**src/rtl/nvc_defs.vh**
```
// Constants for the nonvolatile data memory access controller
//
// Notes on behaviour
// Eight-bit read/write data holding register, zero at reset, carries the byte.
// Control register keeps only bits 3..0; bits 7..4 read zero.
// Control bit 3 is write arm, reset zero; clear arm blocks writes.
// Setting control bit 2 starts a write; hardware clears it at completion.
// Write go is ignored unless write arm was already set.
// Control bit 1 is read arm, reset zero; clear arm blocks reads.
// Setting control bit 0 starts a read; hardware clears it when done.
// Read go is ignored unless read arm was already set.
// Software never sets all four control bits in one write.
// Software ensures the sub clock is stable before a write.
// Software leaves the control register alone until a write completes.
// Read end loads the addressed byte into data; kept until next operation.
// Software loads address and data, then arm and go in consecutive cycles.
// Software masks global interrupts around arming and starting a write.
// Write cycle is timed by a timer asynchronous to the system clock.
// Reset clears write arm so no write happens until re-armed.
// Write end sets the nonvolatile flag and the group flag.
// Vector request needs all three enables set and a stack not full.
// Servicing clears group flag and global enable; nonvolatile flag stays.
// Software avoids low-power modes while a cycle is in progress.
// Software rewrites the address for every read; no auto-increment.
// Pointer high byte resets to zero, so the control register is hidden.
// Seven-bit address register, reset zero, bit 7 reads zero.
// Control register sits at location 40H of sector 1, indirect only.
// A read completes a fixed few system cycles after read go.
// Write completion is synchronised before clearing go and setting flags.
`ifndef NVC_DEFS_VH
`define NVC_DEFS_VH

// Direct register locations on the core register port
`define NVC_ADDR_PTR_LO   8'h00
`define NVC_ADDR_PTR_HI   8'h01
`define NVC_ADDR_IND      8'h02
`define NVC_ADDR_NVADDR   8'h03
`define NVC_ADDR_NVDATA   8'h04
`define NVC_ADDR_IRQ      8'h05

// Indirect location of the transfer control register
`define NVC_CTRL_SECTOR   8'h01
`define NVC_CTRL_LOC      8'h40

// Transfer control fields
`define NVC_BIT_RGO       0
`define NVC_BIT_RARM      1
`define NVC_BIT_WGO       2
`define NVC_BIT_WARM      3

// Interrupt register fields
`define NVC_BIT_NV_EN     0
`define NVC_BIT_NV_FLAG   1
`define NVC_BIT_GRP_EN    2
`define NVC_BIT_GRP_FLAG  3
`define NVC_BIT_GIE       4

// Reset values
`define NVC_RST_BYTE      8'h00
`define NVC_RST_ADDR      7'h00

// Timing counts
`define NVC_RD_CYCLES     3'h4
`define NVC_WR_SUB_TICKS  4'h8

`endif

```
**src/rtl/nvc_data_eeprom_ctrl.v**
```verilog
// Nonvolatile data memory access controller behind the core register port
`include "nvc_defs.vh"

module nvc_data_eeprom_ctrl (
   ref_clk,
   sys_rst,
   sfr_addr,
   sfr_wr,
   sfr_rd,
   sfr_wdata,
   sfr_rdata,
   sub_clock,
   vector_ack,
   stack_full,
   vector_req,
   nv_busy
);
   input  wire       ref_clk;
   input  wire       sys_rst;
   input  wire [7:0] sfr_addr;
   input  wire       sfr_wr;
   input  wire       sfr_rd;
   input  wire [7:0] sfr_wdata;
   output wire [7:0] sfr_rdata;
   input  wire       sub_clock;
   input  wire       vector_ack;
   input  wire       stack_full;
   output wire       vector_req;
   output wire       nv_busy;

   // One-hot cycle states
   localparam [2:0] ST_IDLE  = 3'b001;
   localparam [2:0] ST_READ  = 3'b010;
   localparam [2:0] ST_WRITE = 3'b100;

   ////////////////////////////////////////////////////////////////////////////
   // Storage
   reg  [7:0] mem [0:127];
   reg  [2:0] st_r;
   reg  [2:0] st_nxt;
   reg  [7:0] ptr_lo_r;
   reg  [7:0] ptr_hi_r;
   reg  [6:0] nv_address_reg_r;
   reg  [7:0] nv_data_holding_r;
   reg        write_arm_r;
   reg        write_go_r;
   reg        read_arm_r;
   reg        read_go_r;
   reg  [6:0] wr_addr_r;
   reg  [7:0] wr_data_r;
   reg  [2:0] rd_cnt_r;
   reg  [3:0] sub_cnt_r;
   reg        sub_s1_r;
   reg        sub_s2_r;
   reg        sub_s3_r;
   reg        wr_done_r;
   reg        nv_irq_enable_r;
   reg        nv_irq_flag_r;
   reg        grp_irq_enable_r;
   reg        grp_irq_flag_r;
   reg        global_irq_enable_r;
   reg  [7:0] rdata_r;
   reg  [7:0] rdata_nxt;

   ////////////////////////////////////////////////////////////////////////////
   // Decode
   wire       ctrl_sel;
   wire       ctrl_wr;
   wire       irq_wr;
   wire       idle;
   wire       wgo_req;
   wire       rgo_req;
   wire       rd_end;
   wire       sub_tick;
   wire       wr_timer_end;
   wire [7:0] ctrl_view;
   wire [7:0] irq_view;

   // Control register reachable only via indirect port at sector 1, 40H
   assign ctrl_sel = (ptr_hi_r == `NVC_CTRL_SECTOR) &&
                     (ptr_lo_r == `NVC_CTRL_LOC);
   assign ctrl_wr  = sfr_wr && (sfr_addr == `NVC_ADDR_IND) && ctrl_sel;
   assign irq_wr   = sfr_wr && (sfr_addr == `NVC_ADDR_IRQ);
   assign idle     = st_r[0];

   // Go accepted only with arm already set before this write
   assign wgo_req  = ctrl_wr && sfr_wdata[`NVC_BIT_WGO] &&
                     write_arm_r && idle;
   assign rgo_req  = ctrl_wr && sfr_wdata[`NVC_BIT_RGO] &&
                     read_arm_r && idle && !wgo_req;

   assign rd_end       = st_r[1] && (rd_cnt_r == 3'h0);
   assign sub_tick     = sub_s2_r && !sub_s3_r;
   assign wr_timer_end = st_r[2] && sub_tick &&
                         (sub_cnt_r == (`NVC_WR_SUB_TICKS - 4'h1));

   // Upper four control bits have no storage
   assign ctrl_view = {4'h0, write_arm_r, write_go_r,
                       read_arm_r, read_go_r};
   assign irq_view  = {3'h0, global_irq_enable_r, grp_irq_flag_r,
                       grp_irq_enable_r, nv_irq_flag_r, nv_irq_enable_r};

   ////////////////////////////////////////////////////////////////////////////
   // Cycle state machine
   // Next state
   always @* begin
      st_nxt = st_r;
      case (st_r)
         ST_IDLE: begin
            if (wgo_req) begin
               st_nxt = ST_WRITE;
            end else if (rgo_req) begin
               st_nxt = ST_READ;
            end
         end
         ST_READ: begin
            if (rd_end) begin
               st_nxt = ST_IDLE;
            end
         end
         ST_WRITE: begin
            if (wr_done_r) begin
               st_nxt = ST_IDLE;
            end
         end
         default: begin
            st_nxt = ST_IDLE;
         end
      endcase
   end

   // State register
   always @(posedge ref_clk or posedge sys_rst) begin
      if (sys_rst) begin
         st_r <= ST_IDLE;
      end else begin
         st_r <= st_nxt;
      end
   end

   ////////////////////////////////////////////////////////////////////////////
   // Sub clock timer
   // Two-stage synchroniser, third stage for edge detect
   always @(posedge ref_clk or posedge sys_rst) begin
      if (sys_rst) begin
         sub_s1_r <= 1'b0;
         sub_s2_r <= 1'b0;
         sub_s3_r <= 1'b0;
      end else begin
         sub_s1_r <= sub_clock;
         sub_s2_r <= sub_s1_r;
         sub_s3_r <= sub_s2_r;
      end
   end

   // Write length counted in sub clock edges
   always @(posedge ref_clk or posedge sys_rst) begin
      if (sys_rst) begin
         sub_cnt_r <= 4'h0;
         wr_done_r <= 1'b0;
      end else begin
         wr_done_r <= wr_timer_end;
         if (!st_r[2]) begin
            sub_cnt_r <= 4'h0;
         end else if (sub_tick) begin
            sub_cnt_r <= sub_cnt_r + 4'h1;
         end
      end
   end

   // Read length in system cycles
   always @(posedge ref_clk or posedge sys_rst) begin
      if (sys_rst) begin
         rd_cnt_r <= 3'h0;
      end else if (rgo_req) begin
         rd_cnt_r <= `NVC_RD_CYCLES - 3'h1;
      end else if (st_r[1] && rd_cnt_r != 3'h0) begin
         rd_cnt_r <= rd_cnt_r - 3'h1;
      end
   end

   ////////////////////////////////////////////////////////////////////////////
   // Memory array (nonvolatile, no reset)
   // Commit latched byte on the registered write-done pulse, one cycle after the write timer ends
   always @(posedge ref_clk) begin
      if (wr_done_r) begin
         mem[wr_addr_r] <= wr_data_r;
      end
   end

   // Latch address and data at write start
   always @(posedge ref_clk or posedge sys_rst) begin
      if (sys_rst) begin
         wr_addr_r <= `NVC_RST_ADDR;
         wr_data_r <= `NVC_RST_BYTE;
      end else if (wgo_req) begin
         wr_addr_r <= nv_address_reg_r;
         wr_data_r <= nv_data_holding_r;
      end
   end

   ////////////////////////////////////////////////////////////////////////////
   // Direct registers
   // Pointer bytes, address and data
   always @(posedge ref_clk or posedge sys_rst) begin
      if (sys_rst) begin
         ptr_lo_r          <= `NVC_RST_BYTE;
         ptr_hi_r          <= `NVC_RST_BYTE;
         nv_address_reg_r  <= `NVC_RST_ADDR;
         nv_data_holding_r <= `NVC_RST_BYTE;
      end else begin
         if (sfr_wr && sfr_addr == `NVC_ADDR_PTR_LO) begin
            ptr_lo_r <= sfr_wdata;
         end
         if (sfr_wr && sfr_addr == `NVC_ADDR_PTR_HI) begin
            ptr_hi_r <= sfr_wdata;
         end
         if (sfr_wr && sfr_addr == `NVC_ADDR_NVADDR) begin
            nv_address_reg_r <= sfr_wdata[6:0];
         end
         if (rd_end) begin
            nv_data_holding_r <= mem[nv_address_reg_r];
         end else if (sfr_wr && sfr_addr == `NVC_ADDR_NVDATA) begin
            nv_data_holding_r <= sfr_wdata;
         end
      end
   end

   ////////////////////////////////////////////////////////////////////////////
   // Transfer control register
   // Arm bits are plain storage; go bits set by accepted request only
   always @(posedge ref_clk or posedge sys_rst) begin
      if (sys_rst) begin
         write_arm_r <= 1'b0;
         read_arm_r  <= 1'b0;
         write_go_r  <= 1'b0;
         read_go_r   <= 1'b0;
      end else begin
         if (ctrl_wr) begin
            write_arm_r <= sfr_wdata[`NVC_BIT_WARM];
            read_arm_r  <= sfr_wdata[`NVC_BIT_RARM];
         end
         if (wgo_req) begin
            write_go_r <= 1'b1;
         end else if (wr_done_r) begin
            write_go_r <= 1'b0;
         end
         if (rgo_req) begin
            read_go_r <= 1'b1;
         end else if (rd_end) begin
            read_go_r <= 1'b0;
         end
      end
   end

   ////////////////////////////////////////////////////////////////////////////
   // Interrupt flags and enables
   // Hardware set wins over software clear
   always @(posedge ref_clk or posedge sys_rst) begin
      if (sys_rst) begin
         nv_irq_enable_r     <= 1'b0;
         nv_irq_flag_r       <= 1'b0;
         grp_irq_enable_r    <= 1'b0;
         grp_irq_flag_r      <= 1'b0;
         global_irq_enable_r <= 1'b0;
      end else begin
         if (irq_wr) begin
            nv_irq_enable_r  <= sfr_wdata[`NVC_BIT_NV_EN];
            grp_irq_enable_r <= sfr_wdata[`NVC_BIT_GRP_EN];
         end
         if (wr_done_r) begin
            nv_irq_flag_r <= 1'b1;
         end else if (irq_wr) begin
            nv_irq_flag_r <= sfr_wdata[`NVC_BIT_NV_FLAG];
         end
         if (wr_done_r) begin
            grp_irq_flag_r <= 1'b1;
         end else if (vector_ack) begin
            grp_irq_flag_r <= 1'b0;
         end else if (irq_wr) begin
            grp_irq_flag_r <= sfr_wdata[`NVC_BIT_GRP_FLAG];
         end
         if (vector_ack) begin
            global_irq_enable_r <= 1'b0;
         end else if (irq_wr) begin
            global_irq_enable_r <= sfr_wdata[`NVC_BIT_GIE];
         end
      end
   end

   // Vector request gated by all enables and stack room
   assign vector_req = nv_irq_enable_r && grp_irq_enable_r &&
                       global_irq_enable_r && nv_irq_flag_r &&
                       grp_irq_flag_r && !stack_full;

   assign nv_busy = !idle;

   ////////////////////////////////////////////////////////////////////////////
   // Read data
   // Read mux; unmapped and hidden locations return zero
   always @* begin
      rdata_nxt = 8'h00;
      case (sfr_addr)
         `NVC_ADDR_PTR_LO: begin
            rdata_nxt = ptr_lo_r;
         end
         `NVC_ADDR_PTR_HI: begin
            rdata_nxt = ptr_hi_r;
         end
         `NVC_ADDR_IND: begin
            rdata_nxt = ctrl_sel ? ctrl_view : 8'h00;
         end
         `NVC_ADDR_NVADDR: begin
            rdata_nxt = {1'b0, nv_address_reg_r};
         end
         `NVC_ADDR_NVDATA: begin
            rdata_nxt = nv_data_holding_r;
         end
         `NVC_ADDR_IRQ: begin
            rdata_nxt = irq_view;
         end
         default: begin
            rdata_nxt = 8'h00;
         end
      endcase
   end

   // Registered read data, held between reads
   always @(posedge ref_clk or posedge sys_rst) begin
      if (sys_rst) begin
         rdata_r <= 8'h00;
      end else if (sfr_rd) begin
         rdata_r <= rdata_nxt;
      end
   end

   assign sfr_rdata = rdata_r;

endmodule

```
**config.mk**
```make
export PLATFORM = sky130hd
export DESIGN_NAME = nvc_data_eeprom_ctrl
export DESIGN_NICKNAME = d
export VERILOG_FILES = /design/src/rtl/nvc_data_eeprom_ctrl.v
export VERILOG_INCLUDE_DIRS = /design/src /design/src/rtl
export SDC_FILE = /design/constraint.sdc
export NUM_CORES = 1
export LEC_CHECK = 0
export ABC_CLOCK_PERIOD_IN_PS = 2900
export BUFFER_PORTS_ARGS = -buffer_cell sky130_fd_sc_hd__buf_2
export CAP_MARGIN = 40
export CORE_MARGIN = 2
export CORE_UTILIZATION = 63
export CTS_CLUSTER_SIZE = 10
export DETAILED_ROUTE_END_ITERATION = 6
export GPL_TIMING_DRIVEN = 0
export PLACE_DENSITY_LB_ADDON = 0.1
export RECOVER_POWER = 25
export SYNTH_ARGS = -nofsm -noshare
export SYNTH_HDL_FRONTEND = slang
export SYNTH_SLANG_ARGS = --single-unit
```
**constraint.sdc**
```tcl
create_clock -name ref_clk -period 2.9 [get_ports ref_clk]
set_input_delay 0.29 -clock ref_clk [delete_from_list [all_inputs] [get_ports ref_clk]]
set_output_delay 0.29 -clock ref_clk [all_outputs]
set_load 0.01 [all_outputs]
```
==> flow_metrics.tcl <==
set metrics [dict create \
    status "complete, but fails checks" \
    failed_checks "design-rule violations, max-capacitance violations, max-slew violations, negative setup slack" \
    cp.required_ns 3.22 \
    synth_seq_area_share_pct 75.5 \
    worst_setup_path_start_kind "flop" \
    tightest_slew_ns 2.31 \
    fin_crit_sh_pct 104 \
    cap_viol_max_count 7 \
    die_w_um 266 \
    whs_ns 0.0389 \
    met1Wirelength_um 44000 \
    core_area_sq_um 68300 \
    post-route-drc-count 1 \
    crit_type "reg -> reg" \
    slew_headroom_pct -54.3 \
    viasPerCell 6.95 \
    die_h_um 266 \
    fin_area_sq_um 49700 \
    maxSlewViolCount 388 \
    rows 96 \
    final_antenna_net_count 0 \
    cts.htree.levels 3 \
    hold_class "in -> reg" \
    final_cells 3481 \
    cp.arrival_ns 3.34 \
    io_buffers 31 \
    wire_per_inst_um 33.5 \
    die-area_sq_um 70800 \
    synth_top_family_by_area "multiplexers" \
    synth_compound_gate_area_share_pct 3.69 \
    dr.pass1.iters 7 \
    end_kind "flop" \
    track_usage_pct 33.4 \
    dp.cells 3300 \
    start_util_pct 63.4 \
    fmax_ghz 0.331 \
    clock_latency_ns 0.69 \
    synth-edff-count 1024 \
    cts_tree "yes" \
    yosys.area_share.xor_xnor_pct 0.0809 \
    grt_pass1_wl_um 166000 \
    final_layout_size_suffix_gt1_share_pct 25.2 \
    routed_wl_um 117000 \
    grt_setup_unrepaired "true" \
    synth_nets 2349 \
    min_period_ns 3.02 \
    yosysWarnings 0 \
    dpl-instance-area_sq_um 45300 \
    crit_chain "clkbuf_1 -> nand3_1 -> clkbuf_2 -> nor2_2" \
    place.gp.congestion 0.974 \
    async_flop_share_pct 6.99 \
    highest_layer "met5" \
    post_synth_and_or_nand_nor_area_fraction_pct 3.92 \
    power.density_nw_per_um2 631 \
    clk_pin_slew_ns 0.06 \
    ctsLongestPathBuffers 3 \
    cp_top_family "buffers and inverters" \
    finish.utilization_pct 72.7 \
    first_global_vias 23500 \
    cts_sinks 1101 \
    syn_to_final_growth_pct 14.7 \
    grt_overflow_total 0 \
    dr_wl_met2_um 53200 \
    ys_seq_elements 1101 \
    layout_setup_ws_ns -0.120 \
    vdd_drop_max_mv 0.544 \
    num_antenna_cells 0 \
    hold_violations 0 \
    setup_violations 51 \
    skew_ns 0.0293 \
    netlist_area_sq_um 43300 \
    syn-mean-instance-area_sq_um 18.6 \
    cp_slowest_cell "nor2_2" \
    cp_num_buf_inv 2 \
    dr_wl_met3_um 14400 \
    ys_types 54 \
    fin_nets 2591 \
    antenna_found_initial 4 \
    pin_count 33 \
    dp_slack_ns -1.42 \
    synthMuxAreaShare_pct 15.3 \
    critPathMaxFanout 10 \
    drt_iter0_drc 3413 \
    ys.flop_type "edfxtp_1" \
    cts_root_buffer "clkbuf_16" \
    slowest_delay_ns 0.58 \
    grt_max_degree 89 \
    vias 24200 \
    cts_buffers 120 \
    p_leak_nw 13.4 \
    post-dp-hpwl_um 77800 \
    syn_inst 2323 \
    synthAdderAreaFrac_pct 0.0867 \
]
## cells in the mapped netlist (all sizes together) (3+ instances only)
cell | n | area (sq um)
mux2i | 243 | 2430
o31ai | 7 | 52.6
dfrtp | 76 | 1900
nand2b | 4 | 25.0
nand4 | 14 | 103
xnor2 | 3 | 26.3
o2111ai | 15 | 131
and2 | 6 | 37.5
o211ai | 8 | 60.1
or3 | 6 | 37.5
a21oi | 23 | 115
nor3 | 34 | 181
mux4 | 152 | 3420
mux2 | 66 | 762
clkbuf | 66 | 248
o22ai | 120 | 751
nand3b | 8 | 60.1
o21ai | 29 | 145
buf | 63 | 340
inv | 13 | 48.8
nor3b | 3 | 22.5
nor2b | 19 | 119
nand2 | 85 | 319
nor4b | 4 | 35.0
nor4 | 5 | 31.3
nor2 | 148 | 556
a22oi | 5 | 37.5
ha | 3 | 37.5
nand3 | 20 | 100
a211oi | 30 | 225
edfxtp | 1024 | 30700
## cell families (layout without fill, tap and decap cells)
group           Yosys count  after routing
flops                  1101           1101
compound gates          247            247
mux                     461            461
xor+xnor                  4              4
buf+inv                 142            418
fa+ha+maj                 3              3
simple gates            365            365
## where the power goes
part	internal [mW]	leakage, nW	switching (mW)	total, mW
logic	0.365	3.75	0.671	1.04
clock network	7.48	1.57	5.66	13.1
registers	17.1	8.04	0.0244	17.2
total	25.0	13.4	6.36	31.3
## registers in the layout, indices dropped and copies added (netlist names), 3 cells and up
signal / cells
mem: 1024
nv_data_holding_r: 8
ptr_hi_r: 8
ptr_lo_r: 8
sfr_rdata: 8
wr_data_r: 8
nv_address_reg_r: 7
wr_addr_r: 7
sub_cnt_r: 4
rd_cnt_r: 3
st_r: 3
## layout by cell type (no fill, tap or decap), types with 6 or more instances in the layout
master,instances
nand2_1,84
a21oi_1,22
buf_2,43
dfrtp_1,74
buf_4,66
mux2i_1,233
nor2_2,22
edfxtp_1,1024
o211ai_1,8
mux2i_2,10
buf_8,10
buf_12,12
nor2b_1,19
o22ai_1,113
clkbuf_4,11
o21ai_0,25
clkbuf_2,22
dlygate4sd3_1,12
buf_6,32
inv_1,11
nand4_1,13
nor3_1,11
o22ai_2,7
or3_1,6
a211oi_1,25
nand3b_1,8
nand3_1,18
mux4_2,152
nor2_4,14
clkbuf_16,122
nor2_1,112
clkbuf_1,59
o2111ai_1,10
mux2_2,61
nor3_2,18
## through the flow
stage               power [mW]  TNS (ns)
floorplan                 18.0         0
CTS                       31.4    -12.66
finish                    31.3     -4.31
detailed placement        18.4    -37.59
global route              32.1     -8.31
global placement          18.4  -1088.49
## per-layer routing
layer | GRT usage [%] | vias to the layer above
met4 | 13.2 | 4
met3 | 8.25 | 262
li1 | - | 9809
met5 | 0 | -
met1 | 48.0 | 12400
met2 | 50.3 | 1738
## path summary, 6_finish.rpt
kind	from	end	slack [ns]	cells after the start
worst max-delay path	wr_done_r	mem[57][4]	-0.12	4
worst max register to register	wr_done_r	mem[57][4]	-0.12	4
worst min register to register	sub_s1_r	sub_s2_r	0.35	0
worst min-delay path	sfr_wdata[2]	nv_address_reg_r[2]	0.04	2
min in group asynchronous	sys_rst	sub_s1_r	0.10	3
max in group asynchronous	sys_rst	wr_data_r[2]	0.74	4
## what timing repair did
item / in CTS / in global routing
resized for setup: 199 / 80
endpoints found under the setup margin: 269 / 160
hold buffers: 12 / 0
pin swaps: 10 / 17
setup buffers: 3 / 8
gates cloned: 0 / 0
hold endpoints to repair: 100 / 0
## final cells by class
cell class	instances	area (sq um)
flip-flops and latches	1101	32700
fillers	3977	18700
clock buffers	150	3160
plain buffers	126	995
inverters	13	50.0
clock inverters	6	83.8
well taps	882	1100
repair buffers	123	1070
multi-input cells	1080	10500
Note: power is estimated with default switching activity, not from simulation.
